--- src/verilog/mcfb_pkg.sv ---
// Register map, field layout and reset values of the clock and frequency bank
package mcfb_pkg;
    // Register offsets
    localparam logic [7:0] ADDR_CLOCK_A    = 8'h07;
    localparam logic [7:0] ADDR_FREQ_WORD_SET_B_HI  = 8'h08;
    localparam logic [7:0] ADDR_FREQ_WORD_SET_B_MID = 8'h09;
    localparam logic [7:0] ADDR_FREQ_WORD_SET_B_LO  = 8'h0a;
    localparam logic [7:0] ADDR_CLOCK_B    = 8'h0b;
    localparam logic [7:0] ADDR_OSC_CUR    = 8'h0c;
    localparam logic [7:0] ADDR_MODEM      = 8'h0d;
    localparam logic [7:0] ADDR_MAIN_CTRL  = 8'h0e;
    // Reset values
    localparam logic [7:0] RST_CLOCK       = 8'h50;
    localparam logic [7:0] RST_FREQ_WORD_SET_B_HI   = 8'h83;
    localparam logic [7:0] RST_FREQ_WORD_SET_B_MID  = 8'hbd;
    localparam logic [7:0] RST_FREQ_WORD_SET_B_LO   = 8'hf9;
    localparam logic [7:0] RST_OSC_CUR     = 8'h88;
    localparam logic [7:0] RST_MODEM       = 8'h00;
    localparam logic [7:0] RST_MAIN_CTRL   = 8'h01;
    // Field positions
    localparam int REF_DIV_LSB   = 5;
    localparam int DIV1_LSB      = 2;
    localparam int CUR_A_LSB     = 4;
    localparam int SCRAMBLE_BIT  = 2;
    localparam int MAIN_SEL_BIT  = 6;
    localparam int MAIN_RSTN_BIT = 0;
    // Writable bits of the modem control register; spare bits read zero
    localparam logic [7:0] MODEM_WMASK = 8'h07;
    // Divide ratios in half steps, so 2.5 becomes 5
    localparam logic [7:0] HALF_DIV1 [8] = '{8'h05, 8'h06, 8'h08, 8'h0f,
                                             8'h19, 8'h50, 8'h60, 8'h80};
    // Data format codes
    localparam logic [1:0] FMT_NRZ   = 2'h0;
    localparam logic [1:0] FMT_MANCH = 2'h1;
    localparam logic [1:0] FMT_UART0 = 2'h2;
    localparam logic [1:0] FMT_UART1 = 2'h3;
    // Scrambler feedback taps for x^9 + x^5 + 1
    localparam int PN_LEN = 9;
    localparam int PN_TAP = 5;
    localparam logic [8:0] PN_SEED = 9'h1ff;
    // Baud is the modem clock divided by this
    localparam int BAUD_DIV = 8;
endpackage

--- src/verilog/mcfb_bank.sv ---
// Clock divider, frequency word B and modem control register bank
`timescale 1ns/1ps
`default_nettype none
module mcfb_bank
    import mcfb_pkg::*;
#(
    parameter int ACC_W = 12
) (
    // Clock and reset
    input  wire logic        clk,
    input  wire logic        nrst,
    // Register port
    input  wire logic [7:0]  addr,
    input  wire logic [7:0]  wdata,
    input  wire logic        wr,
    input  wire logic        rd,
    output logic      [7:0]  rdata,
    // Set A frequency word from the neighbouring bank
    input  wire logic [22:0] freq_word_set_a,
    input  wire logic        dither_enable_set_a,
    // Transmit data in and out
    input  wire logic        tx_bit,
    output logic             tx_data,
    // Active settings, plus the oscillator currents of both sets
    output logic [22:0]      freq_word_active,
    output logic             dither_active,
    output logic [3:0]       osc_core_current,
    output logic [3:0]       osc_core_current_set_a,
    output logic [3:0]       osc_core_current_set_b,
    // Derived clocks: one-cycle enables on clk, plus the data clock level
    output logic             reference_frequency,
    output logic             modem_clk_en,
    output logic             baud_en,
    output logic             data_clock_out
);
    // ----------------------------------------------------------------
    // Registers
    // ----------------------------------------------------------------
    logic [7:0] clk_a, clk_b, fb_hi, fb_mid, fb_lo, osc_cur, modem, main_ctrl;
    logic       soft_rst;

    // Control register is outside the soft reset by design
    always_ff @(posedge clk) begin
        if (!nrst) begin
            main_ctrl <= RST_MAIN_CTRL;
        end else if (wr && addr == ADDR_MAIN_CTRL) begin
            main_ctrl <= wdata;
        end
    end
    assign soft_rst = !main_ctrl[MAIN_RSTN_BIT];

    // Bank registers; soft reset wins over a write
    always_ff @(posedge clk) begin
        if (!nrst || soft_rst) begin
            clk_a   <= RST_CLOCK;
            clk_b   <= RST_CLOCK;
            fb_hi   <= RST_FREQ_WORD_SET_B_HI;
            fb_mid  <= RST_FREQ_WORD_SET_B_MID;
            fb_lo   <= RST_FREQ_WORD_SET_B_LO;
            osc_cur <= RST_OSC_CUR;
            modem   <= RST_MODEM;
        end else if (wr) begin
            case (addr)
                ADDR_CLOCK_A:    clk_a   <= wdata;
                ADDR_FREQ_WORD_SET_B_HI:  fb_hi   <= wdata;
                ADDR_FREQ_WORD_SET_B_MID: fb_mid  <= wdata;
                ADDR_FREQ_WORD_SET_B_LO:  fb_lo   <= wdata;
                ADDR_CLOCK_B:    clk_b   <= wdata;
                ADDR_OSC_CUR:    osc_cur <= wdata;
                ADDR_MODEM:      modem   <= wdata & MODEM_WMASK;
                default:         ;
            endcase
        end
    end

    // Read data one cycle after the strobe; unmapped reads zero
    always_ff @(posedge clk) begin
        if (!nrst) begin
            rdata <= 8'h00;
        end else if (rd) begin
            case (addr)
                ADDR_CLOCK_A:    rdata <= clk_a;
                ADDR_FREQ_WORD_SET_B_HI:  rdata <= fb_hi;
                ADDR_FREQ_WORD_SET_B_MID: rdata <= fb_mid;
                ADDR_FREQ_WORD_SET_B_LO:  rdata <= fb_lo;
                ADDR_CLOCK_B:    rdata <= clk_b;
                ADDR_OSC_CUR:    rdata <= osc_cur;
                ADDR_MODEM:      rdata <= modem;
                ADDR_MAIN_CTRL:  rdata <= main_ctrl;
                default:         rdata <= 8'h00;
            endcase
        end else begin
            rdata <= 8'h00;
        end
    end

    // ----------------------------------------------------------------
    // Set selection
    // ----------------------------------------------------------------
    logic       sel_b;
    logic [7:0] clk_act;
    assign sel_b   = main_ctrl[MAIN_SEL_BIT];
    assign clk_act = sel_b ? clk_b : clk_a;

    always_comb begin
        freq_word_active = sel_b ? {fb_hi, fb_mid, fb_lo[7:1]} : freq_word_set_a;
        dither_active    = sel_b ? fb_lo[0] : dither_enable_set_a;
    end

    assign osc_core_current_set_a = osc_cur[CUR_A_LSB +: 4];
    assign osc_core_current_set_b = osc_cur[3:0];
    assign osc_core_current       = sel_b ? osc_cur[3:0] : osc_cur[CUR_A_LSB +: 4];

    // ----------------------------------------------------------------
    // Dividers
    // ----------------------------------------------------------------
    // Reference divide: code+1 crystal cycles; code 0 behaves as code 1
    function automatic logic [3:0] ref_ratio(input logic [2:0] code);
        ref_ratio = (code == 3'h0) ? 4'h2 : {1'b0, code} + 4'h1;
    endfunction

    // Modem divide in half cycles of the reference: div1 x 2 shifted left by the div2 code
    function automatic logic [ACC_W-1:0] half_ratio(input logic [7:0] c);
        half_ratio = ACC_W'({4'h0, HALF_DIV1[c[DIV1_LSB +: 3]]} << c[1:0]);
    endfunction

    logic [3:0]       ref_cnt;
    logic [ACC_W-1:0] mod_cnt;
    logic [2:0]       baud_cnt;
    logic [3:0]       ref_div;
    logic [ACC_W-1:0] mod_half;

    assign ref_div  = ref_ratio(clk_act[REF_DIV_LSB +: 3]);
    assign mod_half = half_ratio(clk_act);

    // Reference enable: one clk cycle in ref_div
    always_ff @(posedge clk) begin
        if (!nrst || ref_cnt >= ref_div - 4'h1) begin
            ref_cnt <= 4'h0;
        end else begin
            ref_cnt <= ref_cnt + 4'h1;
        end
    end
    assign reference_frequency = (ref_cnt == 4'h0);

    // modem clock from reference
    // Counts two per reference tick so the .5 ratios stay exact on average
    always_ff @(posedge clk) begin
        if (!nrst) begin
            mod_cnt <= '0;
        end else if (reference_frequency) begin
            if (mod_cnt + ACC_W'(2) >= mod_half) begin
                mod_cnt <= mod_cnt + ACC_W'(2) - mod_half;
            end else begin
                mod_cnt <= mod_cnt + ACC_W'(2);
            end
        end
    end
    assign modem_clk_en = reference_frequency && (mod_cnt + ACC_W'(2) >= mod_half);

    always_ff @(posedge clk) begin
        if (!nrst) begin
            baud_cnt <= 3'h0;
        end else if (modem_clk_en) begin
            baud_cnt <= baud_cnt + 3'h1;
        end
    end
    assign baud_en = modem_clk_en && (baud_cnt == 3'(BAUD_DIV - 1));

    // ----------------------------------------------------------------
    // Scrambler and data format
    // ----------------------------------------------------------------
    logic [PN_LEN-1:0] pn;
    logic              scr_bit;
    logic              half_sym;
    logic              data_clock_out_q;

    // scrambler sequence, one step per symbol
    always_ff @(posedge clk) begin
        if (!nrst || !modem[SCRAMBLE_BIT]) begin
            pn <= PN_SEED;
        end else if (baud_en) begin
            pn <= {pn[PN_LEN-2:0], pn[PN_LEN-1] ^ pn[PN_TAP-1]};
        end
    end
    assign scr_bit = modem[SCRAMBLE_BIT] ? (tx_bit ^ pn[PN_LEN-1]) : tx_bit;

    // Symbol phase toggles at mid-symbol for Manchester
    always_ff @(posedge clk) begin
        if (!nrst || baud_en) begin
            half_sym <= 1'b0;
        end else if (modem_clk_en && baud_cnt == 3'(BAUD_DIV / 2 - 1)) begin
            half_sym <= 1'b1;
        end
    end

    // format selection on output data and data clock
    always_ff @(posedge clk) begin
        if (!nrst) begin
            tx_data <= 1'b0;
            data_clock_out_q  <= 1'b0;
        end else begin
            case (modem[1:0])
                FMT_NRZ: begin
                    tx_data <= scr_bit;
                    data_clock_out_q  <= half_sym;
                end
                FMT_MANCH: begin
                    tx_data <= scr_bit ^ half_sym;
                    data_clock_out_q  <= half_sym;
                end
                FMT_UART0: begin
                    tx_data <= tx_bit;
                    data_clock_out_q  <= 1'b0;
                end
                FMT_UART1: begin
                    tx_data <= tx_bit;
                    data_clock_out_q  <= 1'b1;
                end
                default: begin
                    tx_data <= tx_bit;
                    data_clock_out_q  <= 1'b0;
                end
            endcase
        end
    end
    assign data_clock_out = data_clock_out_q;

    // Own count of modem ticks since the last symbol tick, kept apart from
    // baud_cnt so that a slip in the symbol divider cannot hide behind itself
    logic [3:0] chk_mod_ticks;
    always_ff @(posedge clk) begin
        if (!nrst || baud_en) begin
            chk_mod_ticks <= 4'h0;
        end else if (modem_clk_en) begin
            chk_mod_ticks <= chk_mod_ticks + 4'h1;
        end
    end
endmodule
`default_nettype wire

--- config.mk ---
export PLATFORM = sky130hd
export DESIGN_NAME = mcfb_bank
export DESIGN_NICKNAME = d
export VERILOG_FILES = /design/src/verilog/mcfb_pkg.sv /design/src/verilog/mcfb_bank.sv
export SDC_FILE = /design/constraint.sdc
export NUM_CORES = 1
export LEC_CHECK = 0
export BUFFER_PORTS_ARGS = -buffer_cell sky130_fd_sc_hd__clkbuf_2
export CORE_ASPECT_RATIO = 1.4
export CORE_MARGIN = 1.5
export CORE_UTILIZATION = 45
export CTS_CLUSTER_SIZE = 20
export DETAILED_ROUTE_END_ITERATION = 7
export PLACE_DENSITY = 0.66
export SYNTH_ARGS = -nofsm -noshare
export SYNTH_HDL_FRONTEND = slang
export SYNTH_SLANG_ARGS = --single-unit
--- constraint.sdc ---
create_clock -name clk -period 4.6 [get_ports clk]
set_clock_uncertainty 0.2 [all_clocks]
set_input_delay 0 -clock clk [delete_from_list [all_inputs] [get_ports clk]]
set_output_delay 0 -clock clk [all_outputs]
set_load 0.005 [all_outputs]
==> out/metrics.yaml <==
clock_network:
  postCtsSetupRepairBufs: 0
  insertion_delay_ns: 0.35
  cts_root_buffer: "clkbuf_16"
  numCtsBuffers: 9
  cts.clk_slew.worst_paths_ns: 0.08
  h-tree-depth: 3
  cts.sinks: 98
  cts_tree: "yes"
  clock_path_buffers: 2
placement:
  place.detailed.hpwl_mm: 11.9
  dp_cells: 891
  routabilityCongestion: 0.871
  pre_cts_slack_ns: 0.407
  port-buffer-count: 93
min_path:
  hp-class: "in2reg"
  hold_path_depth: 5
  min_from: "addr[3]"
  hold_end: "clk_a[5]"
grt:
  globalRouteTotalUtil: 0.233
  grt_first_pass_wirelength_mm: 24.8
  grt_antenna_before_repair: 0
  grt_pass1_vias: 5050
  grt_start_max_net_pins: 33
  grt-ovfl-total: 0
power_and_ir_drop:
  power_density_mw_per_mm2: 406
  power.internal_mw: 1.72
  switchingPower_uw: 980
  p_sw_frac: 0.363
  p_clk_frac: 0.276
  p_leak_nw: 2.87
  peakVddDrop_v: 0.000337
  p_comb_frac: 0.368
  pwr-share-seq: 0.356
timing:
  timing_worst_slew_pin_value_ns: 1.12
  hold_violations: 0
  setup_viol: 0
  maxSlewViolCount: 0
  setup_tns_ns: 0
  clock.fmax_ghz: 0.232
  finalCritPeriodShare: 0.938
  setup_ws_ns: 0.286
  max_slew_margin: 0.253
  rsz0062_at_grt: "false"
  finalWorstPathRequiredPeriod_ns: 4.31
synth:
  synthesis.nets: 755
  netlist_instances: 682
  synth_edf_count: 0
  ys.flop_type: "dfxtp_1"
  synth_cell_types: 58
  ys_warn_count: 0
  avgSynthCellArea_um2: 8.37
  netlist_area_mm2: 0.00571
  async_flop_share: 0
  synth.yosys.seq_area_share: 0.343
  ys_ff_latch: 98
die:
  die_area_mm2: 0.0134
  die_h_um: 136
  std_cell_rows: 48
  die_x_um: 98.2
  core_mm2: 0.0124
  num_io_pins: 94
  start_util: 0.462
final_layout:
  layout-drive-gt1-share: 0.221
  finalNonFillerCells: 919
  antenna_cells: 0
  n_fill_cell: 1148
  layout_common_cells: "120 x nand2_1, 97 x dfxtp_1, 93 x clkbuf_2"
  syn2layout_area_growth_pct: 16.6
  final_common_cell: "nand2_1"
  finalNetCount: 837
setup_path:
  crit_required_ns: 4.40
  rr_startpoint: "main_ctrl[6]"
  cp-end-kind: "primary output"
  crit_type: "reg2out"
  r2r-end: "mod_cnt[11]"
  cp_max_fo: 25
  r2r_cells: 14
  r2r_slack_ns: 0.34
  crit_arrival_ns: 4.11
  startpoint_type: "flip-flop"
drt:
  vias_per_cell: 5.75
  wire_per_inst_um: 17.1
  antenna_left: 0
  drt_iter0_drc: 225
  drt_wl_total_mm: 15.7
  drt_pass1_iterations: 5
  drc_errors: 0
  vias: 5288
status:
  status: "completed"
flow_run:
  timing.max_cap.violations: 0
-- area by class of cell --
cell class | instances | area (um^2) | share of cell area
Clock buffer | 9 | 225 | 0.0338
Multi-Input combinational cell | 527 | 3510 | 0.528
Tap cell | 150 | 188 | 0.0282
Inverter | 16 | 60.1 | 0.00902
Timing Repair Buffer | 112 | 638 | 0.0958
Clock inverter | 7 | 70.1 | 0.0105
Sequential cell | 98 | 1960 | 0.295
-- critical path: stages (launching register included) --
cell	delay (ns)
dfxtp_2	0.41
buf_4	0.34
mux2i_1	0.23
buf_4	0.24
nor3_1	0.07
a211oi_1	0.43
a21oi_1	0.19
ha_1	0.39
and4_4	0.22
a21boi_2	0.17
o311ai_4	0.35
nand3b_4	0.27
nand3_2	0.26
inv_1	0.08
clkbuf_2	0.11
-- logic make-up (layout without fill, tap and decap cells) --
family | after synthesis | count (layout) | share of synthesized area
mux | 74 | 74 | 0.154
simple gates | 280 | 280 | 0.228
compound gates | 124 | 124 | 0.136
buf+inv | 57 | 144 | 0.0429
xor+xnor | 21 | 21 | 0.0322
fa+ha+maj | 28 | 28 | 0.0627
flops | 98 | 98 | 0.343
-- layer usage --
layer	routed length, um	up-vias	part of all wire	GRT usage
met4	854	0	0.054	0.142
met5	0	-	0	0
met1	6200	2473	0.39	0.261
met2	7920	178	0.50	0.416
li1	-	2587	-	-
met3	761	50	0.048	0.0350
-- worst max path at each step --
stage,start,to,slack (ns),depth (start not counted)
5_1_grt,main_ctrl[6],baud_en,0.02,14
2_1_floorplan,main_ctrl[6],pn[1],0.60,18
4_1_cts,main_ctrl[6],baud_en,0.18,14
6_report,main_ctrl[6],baud_en,0.29,14
3_5_place_dp,main_ctrl[6],mod_cnt[11],0.41,14
3_3_place_gp,main_ctrl[6],mod_cnt[11],0.55,14
-- flip-flops by register name (all words and copies together), names as in the netlist, 8 cells and up --
signal / cells
fb_mid: 8
mod_cnt: 12
clk_a: 8
main_ctrl: 8
rdata: 8
fb_hi: 8
fb_lo: 8
pn: 9
clk_b: 8
osc_cur: 8
-- metrics by stage --
| stage | hold slack (ns) | instance area [um^2] | utilization | total power, mW |
|---|---|---|---|---|
| 2_1_floorplan | -0.0760 | 5710 | - | 1.81 |
| 3_3_place_gp | 0.0617 | 6230 | 0.504 | 1.95 |
| 3_5_place_dp | 0.0774 | 6230 | 0.504 | 1.96 |
| 6_report | 0.0430 | 6660 | 0.538 | 2.70 |
| 5_1_grt | 0.0614 | 6660 | 0.538 | 2.87 |
| 4_1_cts | 0.0232 | 6650 | 0.537 | 2.72 |
-- power groups by stage --
stage | registers (mW) | logic (mW) | clock network (mW)
floorplan | 0.967 | 0.841 | 0
detailed placement | 0.984 | 0.981 | 0
finish | 0.962 | 0.994 | 0.745
global placement | 0.980 | 0.968 | 0
global route | 0.970 | 1.10 | 0.802
CTS | 0.963 | 0.996 | 0.762
-- Yosys cell counts, types with 3 or more instances --
library cell  count  area share
o211ai_1          4      0.0053
mux4_2            8       0.032
a22oi_1           4      0.0053
and3_1            3      0.0033
nor3_1            6      0.0053
dfxtp_1          98        0.34
nor2_1           39       0.026
buf_1             4      0.0026
mux2_2           33       0.065
nor2b_1           6      0.0066
a222oi_1          5      0.0088
nand3_1          76       0.067
xor2_1            5      0.0077
mux2i_1          33       0.058
buf_2             4      0.0035
nand2_1         120       0.079
nand2b_1          7      0.0077
a21oi_1          54       0.047
ha_1             27       0.059
inv_1            16       0.011
a211oi_1          9       0.012
and2_1            5      0.0055
o21ai_0          25       0.022
xnor2_1          16       0.025
clkbuf_1         30       0.020
a21o_1            4      0.0053
-- repair_timing --
| item | in CTS | in global routing |
|---|---|---|
| hold endpoints to repair | 71 | 0 |
| hold buffers | 12 | 0 |
| setup endpoints to repair | 0 | 1 |
| resized for setup | 0 | 2 |
Note: power is estimated with default switching activity, not from simulation.
